### src/wss_pkg.sv
// constants for the waveform sequence slot bank and its playback walker
// assumes one 200 MHz system clock and a simple byte-wide register port
package wss_pkg;
  // register map
  localparam logic [7:0] WSS_GO_ADDR = 8'h0c;
  localparam logic [7:0] WSS_SLOT_FIRST = 8'h0f;
  localparam logic [7:0] WSS_SLOT_FIVE_ADDR = 8'h13;
  localparam logic [7:0] WSS_SLOT_SIX_ADDR = 8'h14;
  localparam logic [7:0] WSS_SLOT_LAST = 8'h16;
  localparam int WSS_SLOT_COUNT = 8;
  localparam int WSS_IDX_W = 3;
  // field layout of a slot
  localparam int WSS_WAIT_BIT = 7;
  localparam int WSS_FIELD_W = 7;
  localparam int WSS_GO_BIT = 0;
  localparam logic [7:0] WSS_SLOT_RESET = 8'h00;
  localparam logic [7:0] WSS_READ_ZERO = 8'h00;
  // timing
  localparam int WSS_STEP_TIME_NS = 10000000;
  localparam int WSS_CLK_PERIOD_NS = 5;
  localparam int WSS_STEP_CYCLES = WSS_STEP_TIME_NS / WSS_CLK_PERIOD_NS;
  // walker states
  typedef enum logic [3:0] {
    WSS_IDLE  = 4'b0001,
    WSS_FETCH = 4'b0010,
    WSS_PLAY  = 4'b0100,
    WSS_WAIT  = 4'b1000
  } wss_state_t;
endpackage : wss_pkg

### src/wss_seq.sv
// eight-entry waveform sequence slot bank with its playback walker
// assumes a library engine that takes effect_start/effect_index and
// answers with a one-cycle effect_done when the effect has finished
`timescale 1ns/100ps
`default_nettype none
module wss_seq #(
  parameter int STEP_CYCLES = wss_pkg::WSS_STEP_CYCLES
) (
  // clock and reset
  input wire logic clk_sys,
  input wire logic rst,
  // register port
  input wire logic reg_wr,
  input wire logic [7:0] reg_addr,
  input wire logic [7:0] reg_wdata,
  output logic [7:0] reg_rdata,
  // library playback
  output logic effect_start,
  output logic [wss_pkg::WSS_FIELD_W-1:0] effect_index,
  input wire logic effect_done,
  // status
  output logic seq_busy,
  output logic idle_active
);
  import wss_pkg::*;

  localparam logic [WSS_IDX_W-1:0] IDX_LAST = WSS_IDX_W'(WSS_SLOT_COUNT - 1);

  wss_state_t state;
  logic [7:0] slots [WSS_SLOT_COUNT];
  logic [WSS_IDX_W-1:0] idx;
  logic [7:0] cur;
  logic cur_wait;
  logic [WSS_FIELD_W-1:0] cur_field;
  logic go_wr;
  logic timer_start;
  logic timer_done;
  logic step_end;

  // slot storage; slots five and six sit at 0x13 and 0x14
  for (genvar i = 0; i < WSS_SLOT_COUNT; i++) begin : g_slot
    always_ff @(posedge clk_sys or posedge rst) begin
      if (rst) begin
        slots[i] <= WSS_SLOT_RESET;
      end else if (reg_wr && reg_addr == 8'(WSS_SLOT_FIRST + i)) begin
        slots[i] <= reg_wdata;
      end
    end
  end

  // current slot split into wait flag and field
  assign cur = slots[idx];
  assign cur_wait = cur[WSS_WAIT_BIT];
  assign cur_field = cur[WSS_FIELD_W-1:0];
  assign go_wr = reg_wr && reg_addr == WSS_GO_ADDR && reg_wdata[WSS_GO_BIT];
  assign timer_start = state == WSS_FETCH && cur_wait;
  // a finished effect or a finished idle time both move the walker on
  assign step_end = (state == WSS_PLAY && effect_done) || (state == WSS_WAIT && timer_done);

  // readback, one cycle behind the address; the go bit reads as busy
  always_ff @(posedge clk_sys or posedge rst) begin
    if (rst) begin
      reg_rdata <= WSS_READ_ZERO;
    end else if (reg_addr == WSS_GO_ADDR) begin
      reg_rdata <= 8'(seq_busy) << WSS_GO_BIT;
    end else if (reg_addr >= WSS_SLOT_FIRST && reg_addr <= WSS_SLOT_LAST) begin
      reg_rdata <= slots[WSS_IDX_W'(reg_addr - WSS_SLOT_FIRST)];
    end else begin
      reg_rdata <= WSS_READ_ZERO;
    end
  end

  // walker; a go written while busy is ignored so a running sequence is not cut
  always_ff @(posedge clk_sys or posedge rst) begin
    if (rst) begin
      state <= WSS_IDLE;
      idx <= '0;
    end else begin
      unique case (state)
        WSS_IDLE: begin
          if (go_wr) begin
            idx <= '0;
            state <= WSS_FETCH;
          end
        end
        WSS_FETCH: begin
          if (!cur_wait && cur_field == '0) begin
            state <= WSS_IDLE;
          end else if (cur_wait) begin
            state <= WSS_WAIT;
          end else begin
            state <= WSS_PLAY;
          end
        end
        WSS_PLAY, WSS_WAIT: begin
          if (step_end) begin
            if (idx == IDX_LAST) begin
              state <= WSS_IDLE;
            end else begin
              idx <= idx + 1'b1;
              state <= WSS_FETCH;
            end
          end
        end
        default: state <= WSS_IDLE;
      endcase
    end
  end

  // effect request to the library; field is used unchanged as the index
  always_ff @(posedge clk_sys or posedge rst) begin
    if (rst) begin
      effect_start <= 1'b0;
      effect_index <= '0;
    end else begin
      effect_start <= state == WSS_FETCH && !cur_wait && cur_field != '0;
      if (state == WSS_FETCH && !cur_wait) begin
        effect_index <= cur_field;
      end
    end
  end

  // status flags, registered so they track the walker one cycle behind
  always_ff @(posedge clk_sys or posedge rst) begin
    if (rst) begin
      seq_busy <= 1'b0;
      idle_active <= 1'b0;
    end else begin
      seq_busy <= state != WSS_IDLE;
      idle_active <= state == WSS_WAIT;
    end
  end

  wss_step_timer #(
    .STEP_CYCLES(STEP_CYCLES)
  ) u_timer (
    .clk_sys(clk_sys),
    .rst(rst),
    .start(timer_start),
    .steps(cur_field),
    .done(timer_done)
  );

  a_wait_plays_nothing: assert property (@(posedge clk_sys) disable iff (rst)
    state == WSS_FETCH && cur_wait |=> state == WSS_WAIT && !effect_start
      ##1 idle_active && !effect_start)
    else $error("effect requested during an idle slot");

  a_effect_from_field: assert property (@(posedge clk_sys) disable iff (rst)
    state == WSS_FETCH && !cur_wait && cur_field != '0
      |=> state == WSS_PLAY && effect_start)
    else $error("effect slot did not start playback");

  a_index_is_field: assert property (@(posedge clk_sys) disable iff (rst)
    state == WSS_FETCH && !cur_wait |=> effect_index == $past(cur_field))
    else $error("library index differs from slot field");

  a_go_first_slot: assert property (@(posedge clk_sys) disable iff (rst)
    state == WSS_IDLE && go_wr |=> state == WSS_FETCH && idx == '0 ##1 seq_busy)
    else $error("go did not start at the first slot");

  a_advance_next: assert property (@(posedge clk_sys) disable iff (rst)
    state == WSS_PLAY && effect_done && idx != IDX_LAST
      |=> state == WSS_FETCH && idx == $past(idx) + 1'b1)
    else $error("walker did not advance to the next slot");

  a_stop_on_zero: assert property (@(posedge clk_sys) disable iff (rst)
    state == WSS_FETCH && !cur_wait && cur_field == '0
      |=> state == WSS_IDLE && !effect_start ##1 !seq_busy)
    else $error("walker ran past a zero identifier");

  a_stop_after_last: assert property (@(posedge clk_sys) disable iff (rst)
    step_end && idx == IDX_LAST |=> state == WSS_IDLE)
    else $error("walker ran past the last slot");

  a_resume_after_idle: assert property (@(posedge clk_sys) disable iff (rst)
    state == WSS_WAIT && timer_done && idx != IDX_LAST
      |=> state == WSS_FETCH && idx == $past(idx) + 1'b1)
    else $error("walker did not resume after an idle time");

  // holding checks: outside fetch the walker moves only on a go, a finished effect or a finished idle
  a_busy_go_ignored: assert property (@(posedge clk_sys) disable iff (rst)
    state == WSS_PLAY && go_wr && !effect_done
      |=> state == WSS_PLAY && $stable(idx))
    else $error("go while busy disturbed the walker");

  a_play_until_done: assert property (@(posedge clk_sys) disable iff (rst)
    state == WSS_PLAY && !effect_done
      |=> state == WSS_PLAY)
    else $error("walker left an effect before it finished");

  a_fetch_one_cycle: assert property (@(posedge clk_sys) disable iff (rst)
    state == WSS_FETCH
      |=> state != WSS_FETCH)
    else $error("walker stayed in fetch");

  a_idle_until_timer: assert property (@(posedge clk_sys) disable iff (rst)
    state == WSS_WAIT && !timer_done
      |=> state == WSS_WAIT)
    else $error("idle time cut short");

  a_wait_no_effect: assert property (@(posedge clk_sys) disable iff (rst)
    state == WSS_WAIT
      |-> !effect_start)
    else $error("effect request while idling");

  a_effect_only_play: assert property (@(posedge clk_sys) disable iff (rst)
    effect_start
      |-> state == WSS_PLAY)
    else $error("effect request outside an effect slot");

  a_index_held: assert property (@(posedge clk_sys) disable iff (rst)
    state != WSS_FETCH
      |=> $stable(effect_index))
    else $error("library index changed without a fetch");

  a_stopped_stays: assert property (@(posedge clk_sys) disable iff (rst)
    state == WSS_IDLE && !go_wr
      |=> state == WSS_IDLE && !effect_start)
    else $error("stopped walker moved without a go");

  a_busy_while_walking: assert property (@(posedge clk_sys) disable iff (rst)
    state == WSS_PLAY || state == WSS_WAIT
      |-> seq_busy)
    else $error("busy low while a slot is being played");

  a_last_no_wrap: assert property (@(posedge clk_sys) disable iff (rst)
    state != WSS_IDLE && idx == IDX_LAST
      |=> idx == IDX_LAST)
    else $error("walker wrapped past the last slot");

endmodule : wss_seq
`default_nettype wire

### src/wss_step_timer.sv
// idle-time generator: counts a number of 10 ms steps off the system clock
// assumes start is a one-cycle pulse given only while the timer is not running
`timescale 1ns/100ps
`default_nettype none
module wss_step_timer #(
  parameter int STEP_CYCLES = wss_pkg::WSS_STEP_CYCLES
) (
  // clock and reset
  input wire logic clk_sys,
  input wire logic rst,
  // control
  input wire logic start,
  input wire logic [wss_pkg::WSS_FIELD_W-1:0] steps,
  // result
  output logic done
);
  import wss_pkg::*;

  localparam logic [31:0] STEP_LAST = 32'(STEP_CYCLES - 1);

  logic running;
  logic [31:0] cnt;
  logic [WSS_FIELD_W-1:0] steps_left;
  logic [WSS_FIELD_W-1:0] steps_q;
  logic [31:0] elapsed;

  // step counter; a zero step count ends at once rather than hanging the walker
  always_ff @(posedge clk_sys or posedge rst) begin
    if (rst) begin
      running <= 1'b0;
      cnt <= 32'h0;
      steps_left <= '0;
      done <= 1'b0;
    end else begin
      done <= 1'b0;
      if (start) begin
        cnt <= 32'h0;
        steps_left <= steps;
        running <= (steps != '0);
        done <= (steps == '0);
      end else if (running) begin
        if (cnt == STEP_LAST) begin
          cnt <= 32'h0;
          steps_left <= steps_left - 1'b1;
          if (steps_left == WSS_FIELD_W'(1)) begin
            running <= 1'b0;
            done <= 1'b1;
          end
        end else begin
          cnt <= cnt + 32'h1;
        end
      end
    end
  end

  // helper for checking only: cycles since start and the step count taken
  always_ff @(posedge clk_sys or posedge rst) begin
    if (rst) begin
      elapsed <= 32'h0;
      steps_q <= '0;
    end else if (start) begin
      elapsed <= 32'h0;
      steps_q <= steps;
    end else if (running) begin
      elapsed <= elapsed + 32'h1;
    end
  end

  a_step_time_exact: assert property (@(posedge clk_sys) disable iff (rst)
    done |-> elapsed == 32'(steps_q) * 32'(STEP_CYCLES))
    else $error("idle time differs from steps times step length");

endmodule : wss_step_timer
`default_nettype wire

### config.mk
export PLATFORM = sky130hd
export DESIGN_NAME = wss_seq
export DESIGN_NICKNAME = d
export VERILOG_FILES = /design/src/wss_pkg.sv /design/src/wss_seq.sv /design/src/wss_step_timer.sv
export SDC_FILE = /design/constraint.sdc
export NUM_CORES = 1
export LEC_CHECK = 0
export ABC_CLOCK_PERIOD_IN_PS = 9150
export BUFFER_PORTS_ARGS = -buffer_cell sky130_fd_sc_hd__buf_2
export CORE_UTILIZATION = 35
export CTS_CLUSTER_SIZE = 20
export DETAILED_ROUTE_END_ITERATION = 7
export GPL_TIMING_DRIVEN = 0
export SLEW_MARGIN = 10
export SYNTH_ARGS = -nofsm -noshare
export SYNTH_HDL_FRONTEND = slang
export SYNTH_SLANG_ARGS = --single-unit
export TNS_END_PERCENT = 20
### constraint.sdc
create_clock -name clk_sys -period 9.15 [get_ports clk_sys]
set_input_delay 1.3725 -clock clk_sys [delete_from_list [all_inputs] [get_ports clk_sys]]
set_output_delay 1.3725 -clock clk_sys [all_outputs]
set_load 0.02 [all_outputs]
==> Word level (Yosys, flattened, before mapping) <==
Index checks and enable logic that the tools add are counted.
{ "totals": {"reg_bits": 130, "latch_bits": 0, "ram_bits": 0, "rom_bits": 0, "in_bits": 20, "out_inout_bits": 18, "elab_cells": 109, "n_memories": 0} }
{ "op_classes": {"addsub": 4, "n_mul": 0, "div_mod_pow": 0, "magnitude_cmp": 4, "n_eq_ne": 20, "n_shift": 0, "muxes": 32, "bitwise": 2, "n_reduce_logical": 28} }
{ "op_table": {"columns": ["operator", "count"], "rows": [
  ["32-bit two-way mux", 3],
  ["8-bit by 5-bit == test with 1-bit output, second input constant", 7],
  ["8-bit binary-select mux with 3-bit select", 2],
  ["8-bit two-way mux", 6],
  ["32-bit by 1-bit adder with 32-bit output, second input constant", 1],
  ["32-bit by 21-bit == test with 1-bit output, second input constant", 1],
  ["7-bit two-way mux", 3],
  ["1-bit logical AND", 17],
  ["8-bit by 4-bit == test with 1-bit output, second input constant", 2],
  ["4-bit two-way mux", 4],
  ["4-bit one-hot mux with 3 select lines", 1],
  ["3-bit two-way mux", 3],
  ["4-bit >= comparator, second input constant", 2],
  ["8-bit by 4-bit >= comparator with 1-bit output, second input constant", 1],
  ["8-bit by 5-bit <= comparator with 1-bit output, second input constant", 1],
  ["1-bit two-way mux", 8],
  ["3-bit inverter with 4-bit output", 2],
  ["7-bit by 1-bit == test with 1-bit output, second input constant", 1],
  ["7-bit logical NOT", 1],
  ["7-bit nonzero test", 1],
  ["7-bit by 1-bit subtractor with 7-bit output, second input constant", 1],
  ["2-bit inequality test, second input constant", 3],
  ["3-bit one-hot mux with 2 select lines", 1],
  ["2-bit nonzero test", 3],
  ["14 further kinds", 15]
]} }

==> Logic depth before layout (Yosys ltp) <==
{ "depth": {"word_depth": 8, "depth_mapped": 10, "ltp_nobuf": 8} }

==> Cells and area by module <==
A second synthesis with hierarchy kept.
{ "unflattened": {"cells_unflattened": 537, "area_unflattened_um2": 6780.3} }
{ "by_module_without_submodules": {"columns": ["module", "instances", "cells_each", "area_per_inst_um2", "seq_area_each_um2"], "rows": [
  ["wss_seq", 1, 307, 4578.1, 2228.4],
  ["wss_step_timer", 1, 230, 2202.1, 1026.0]
]} }

==> Worst setup path before layout <==
No wires, ideal clock.
{ "synth_path": {"path_kind": "input to register", "startpoint": "input port reg_addr[0]", "endpoint": "register reg_rdata[5]", "setup_time_ps": 127, "t_arrival_ps": 3617, "t_required_ps": 9023, "path_slack_ps": 5407, "path_stages": 9, "n_path_buf": 4, "path_cell_list": "buf_2 buf_1 inv_1 ha_1 clkbuf_1 buf_2 mux4_2 nand2_1 a21oi_1"} }
{ "synth_via": {"elab_chain_cells": 7, "word_cells_on_any_way": 11, "classes_between": "add/sub (1); order compare (2); eq/ne (1); mux (5); bitwise (1); reduce/logical (1)"} }
{ "synth_rtl": {"columns": ["element", "line", "rtl"], "rows": [
  ["start: declaration", "wss_seq.sv:14", "input wire logic [7:0] reg_addr,"],
  ["3-bit subtractor", "wss_seq.sv:67", "reg_rdata <= slots[WSS_IDX_W'(reg_addr - WSS_SLOT_FIRST)];"],
  ["3-bit inverter with 4-bit output (not written as such)", "wss_seq.sv:67", null],
  ["8-bit binary-select mux with 3-bit select", "wss_seq.sv:67", null],
  ["8-bit two-way mux (not written as such) (2 in a row)", "wss_seq.sv:67", null],
  ["8-bit two-way mux", "wss_seq.sv:66", "end else if (reg_addr >= WSS_SLOT_FIRST && reg_addr <= WSS_SLOT_LAST) begin"],
  ["8-bit two-way mux *", "wss_seq.sv:64", "end else if (reg_addr == WSS_GO_ADDR) begin"],
  ["end signal: assignment", "wss_seq.sv:65", "reg_rdata <= 8'(seq_busy) << WSS_GO_BIT;"],
  ["end signal: assignment", "wss_seq.sv:67", null],
  ["end: declaration", "wss_seq.sv:16", "output logic [7:0] reg_rdata,"]
]} }
Mark *: on every way between the ends. The rest lies on a longest branch, timed or not. The select of a mux whose other input is x is not followed.
A chain may end at the register's enable or synchronous reset.

==> Final worst setup path <==
Same ends and word-level chain as after synthesis.

==> results.md <==
* Net count after synthesis at 598
* RSZ-0062 raised after global routing: false
* CTS tree: built
* Clock-pin transition on the worst setup and hold timing paths at 60 ps
* # DRC at 0
* Peak fanout along the critical path at 10
* Port bufs at 37
* DRT Pass-1 Iters at 5
* Mux cell area share after synthesis at 23.6%
* Yosys top cell area share at 47.1%
* Synthesized flop and latch total at 130
* Peak Freq at 0.236 GHz
* First-pass GRT wire length at 27,800 um
* Maximum vdd drop at 0.000118 V
* Max_cap viols at 0
* Fin Clk Skew at 12.3 ps
* Adder-Cell Fraction of Synth Area at 1.64%
* Root buffer cell: clkbuf_16
* CP endpoint kind: register
* Worst skew pair latency at 430 ps
* Synth unique cells at 67
* Dpl hpwl at 11,700 um
* Worst setup path class: in2reg
* Post-CTS Hold Buffers at 0
* Starting DRT DRC Count at 391
* Layout Utilization at 42.1%
* Largest delay contributor family on the critical path: buffers and inverters
* Antenna cells at 0
* Asr flop ratio synth at 100%
* HP Class: reg2reg
* P per Cell Area at 167 nW/um2
* Largest net degree at the start of global routing at 80
* CP Data Arrival Time at 4520 ps
* Seq/Total Area, Yosys at 47.4%
* Largest family of logic cells by synthesized area: multiplexers
* EDFF count, synth at 0
* Antenna Nets Post-Route at 0
* Critical path depth at 10
* Cts repair resizes at 0
* Worst Setup Start Kind: input pin
* Mapped Cells at 569
* CP Buf/Inv Count at 6
* Top post-synthesis cells by count: dfrtp_1, mux2_2, nand2_1
* Top cells by area, synth: dfrtp_1, mux2_2, mux4_2
* Die W at 142 um
* Most used flip-flop cell after synthesis: dfrtp_1
* Htree depth at 4
* Vias in the first global route at 5,130
* RD Place Congestion at 0.875
* Worst EP required at 9430 ps
* Hold depth at 1
* Post-synthesis compound-gate area fraction at 7.35%
* Final Slew Violations at 0
* Fraction of the cycle the final worst path needs at 46.3%
* Cell Rows at 50
* Die Footprint at 20,200 um2
* Final setup vio count at 0
* Synth Cell Area at 6860 um2
* Initial Util at 36.2%
* Tot Pwr at 1.33 mW
* Pleak at 3.62 nW
* Layout cells sized above 1 at 29.1%
* Critical Path Slowest Stage Cell: buf_1
* IO Count at 38
* Count leader, synth: dfrtp_1
* CP Cell Sequence: buf_2 -> buf_2 -> buf_1 -> inv_1 -> ha_1 -> clkbuf_1 -> buf_2 -> mux4_2 -> nand2_1 -> a21oi_1
* Synth Area in XOR/XNOR at 3.19%
* Synth-to-Final Area Change at 16.2%
* Sink Count at 130
* Post-synthesis average cell area at 12.1 um2
* Hold Vio Cnt, Final at 0
* Worst-case reg-to-reg path depth at 8
* GRT overflow at 0
* Placed insts at 867
* Slew headroom at 28.6%
* Detailed Route WL at 16,900 um
* Via density at 5.40
* Cell taking the most area after synthesis: dfrtp_1
* Setup repair bufs after CTS at 0
* Initial antenna violation count at 0
* Syn. warnings at 0
* DR WL/cell at 18.7 um
* Worst path max stage delay at 600 ps
* Status: finished, final reports clean
* Final worst slack at 4910 ps
* Nets at 655
* Cell mode on critical path: buf_2
* Core ar. at 19,000 um2
* Height of the die at 142 um
* CTS buffer count at 17
* Final Critical Period at 4240 ps
* Non-Filler Instances at 899
* Clock buffer depth at 2
* DR vias at 4,856
* Worst Max-Slew Pin Slew at 1070 ps
* Sum Neg Setup Slack at 0 ps
* Synth Area in Simple Gates at 14.4%
* Pre-CTS setup slack at 4470 ps
* Total GRT Usage at 18.3%
-- sequential cells by signal (all words and copies together) (netlist names), 3 cells and up --
register / count
slots: 64
u_timer.cnt: 32
reg_rdata: 8
effect_index: 7
u_timer.steps_left: 7
state: 4
idx: 3
-- cell families (layout without fill, tap and decap cells) --
family	after synthesis	count (layout)
and+or+nand+nor	183	183
DFF	130	130
muxes	112	112
AOI/OAI and AO/OA	78	78
buffers and inverters	32	102
xor gates and xnor gates	25	25
adders and majority gates	9	9
-- placed cells by master, fill, tap and decap left out, types with 4 or more instances in the layout --
master	netlist	routed
o21ai_0	20	20
ha_1	9	9
nor2_1	41	41
o2111ai_1	4	4
nand4b_1	4	4
nand3_1	15	15
xor2_1	19	19
clkbuf_1	6	8
nand2_1	49	49
inv_6	0	5
nand4_1	10	10
xnor2_1	6	6
buf_2	13	50
dfrtp_1	129	129
nor3_1	12	12
inv_1	8	7
clkinv_4	0	4
and3_1	9	9
a21oi_1	23	23
mux4_2	23	23
mux2_2	64	64
clkbuf_16	0	17
nand3b_1	5	5
mux2i_1	14	14
mux4_1	7	7
a22o_1	5	5
nor4_1	7	7
o211ai_1	4	4
-- worst paths after layout --
| kind | start | slack (ps) | to |
|---|---|---|---|
| min in group asynchronous | rst | 980 | state[1]$_DFFE_PP0P_ |
| max in group asynchronous | rst | 7420 | slots[59]$_DFFE_PP0P_ |
| worst min register to register | slots[54]$_DFFE_PP0P_ | 520 | slots[54]$_DFFE_PP0P_ |
| worst max register to register | idx[2]$_DFFE_PP0P_ | 6410 | state[2]$_DFFE_PP0P_ |
| worst min-delay path | slots[54]$_DFFE_PP0P_ | 520 | slots[54]$_DFFE_PP0P_ |
| worst max-delay path | reg_addr[0] | 4910 | reg_rdata[5]$_DFF_PP0_ |
-- routing by layer --
metal | vias to the layer above | wire, um | track usage, %
li1 | 2245 | - | -
met1 | 2477 | 7090 | 21.6
met2 | 111 | 8790 | 32.1
met3 | 23 | 730 | 4.91
met4 | 0 | 238 | 6.34
met5 | - | 0 | 0
-- cell type report --
cell class | instances | area [um2]
fillers | 1817 | 11000
multi-input cells | 407 | 3450
flip-flops and latches | 130 | 3250
clock buffers | 20 | 447
well taps | 260 | 325
repair buffers | 38 | 213
plain buffers | 23 | 125
clock inverters | 12 | 124
inverters | 9 | 38.8
-- where the power goes --
part           switching [mW]  leakage (nW)  internal [mW]
registers              0.0101          1.79          0.589
clock network           0.268         0.278          0.387
logic                  0.0414          1.55         0.0338
total                   0.319          3.62           1.01
-- metrics by stage --
| step | cell area [um2] | hold WS, ps |
|---|---|---|
| floorplan | 6860 | 468 |
| global placement | 7370 | 495 |
| detailed placement | 7400 | 512 |
| CTS | 7970 | 525 |
| global route | 7970 | 542 |
| finish | 7970 | 524 |
(Power assumes the default switching activity.)
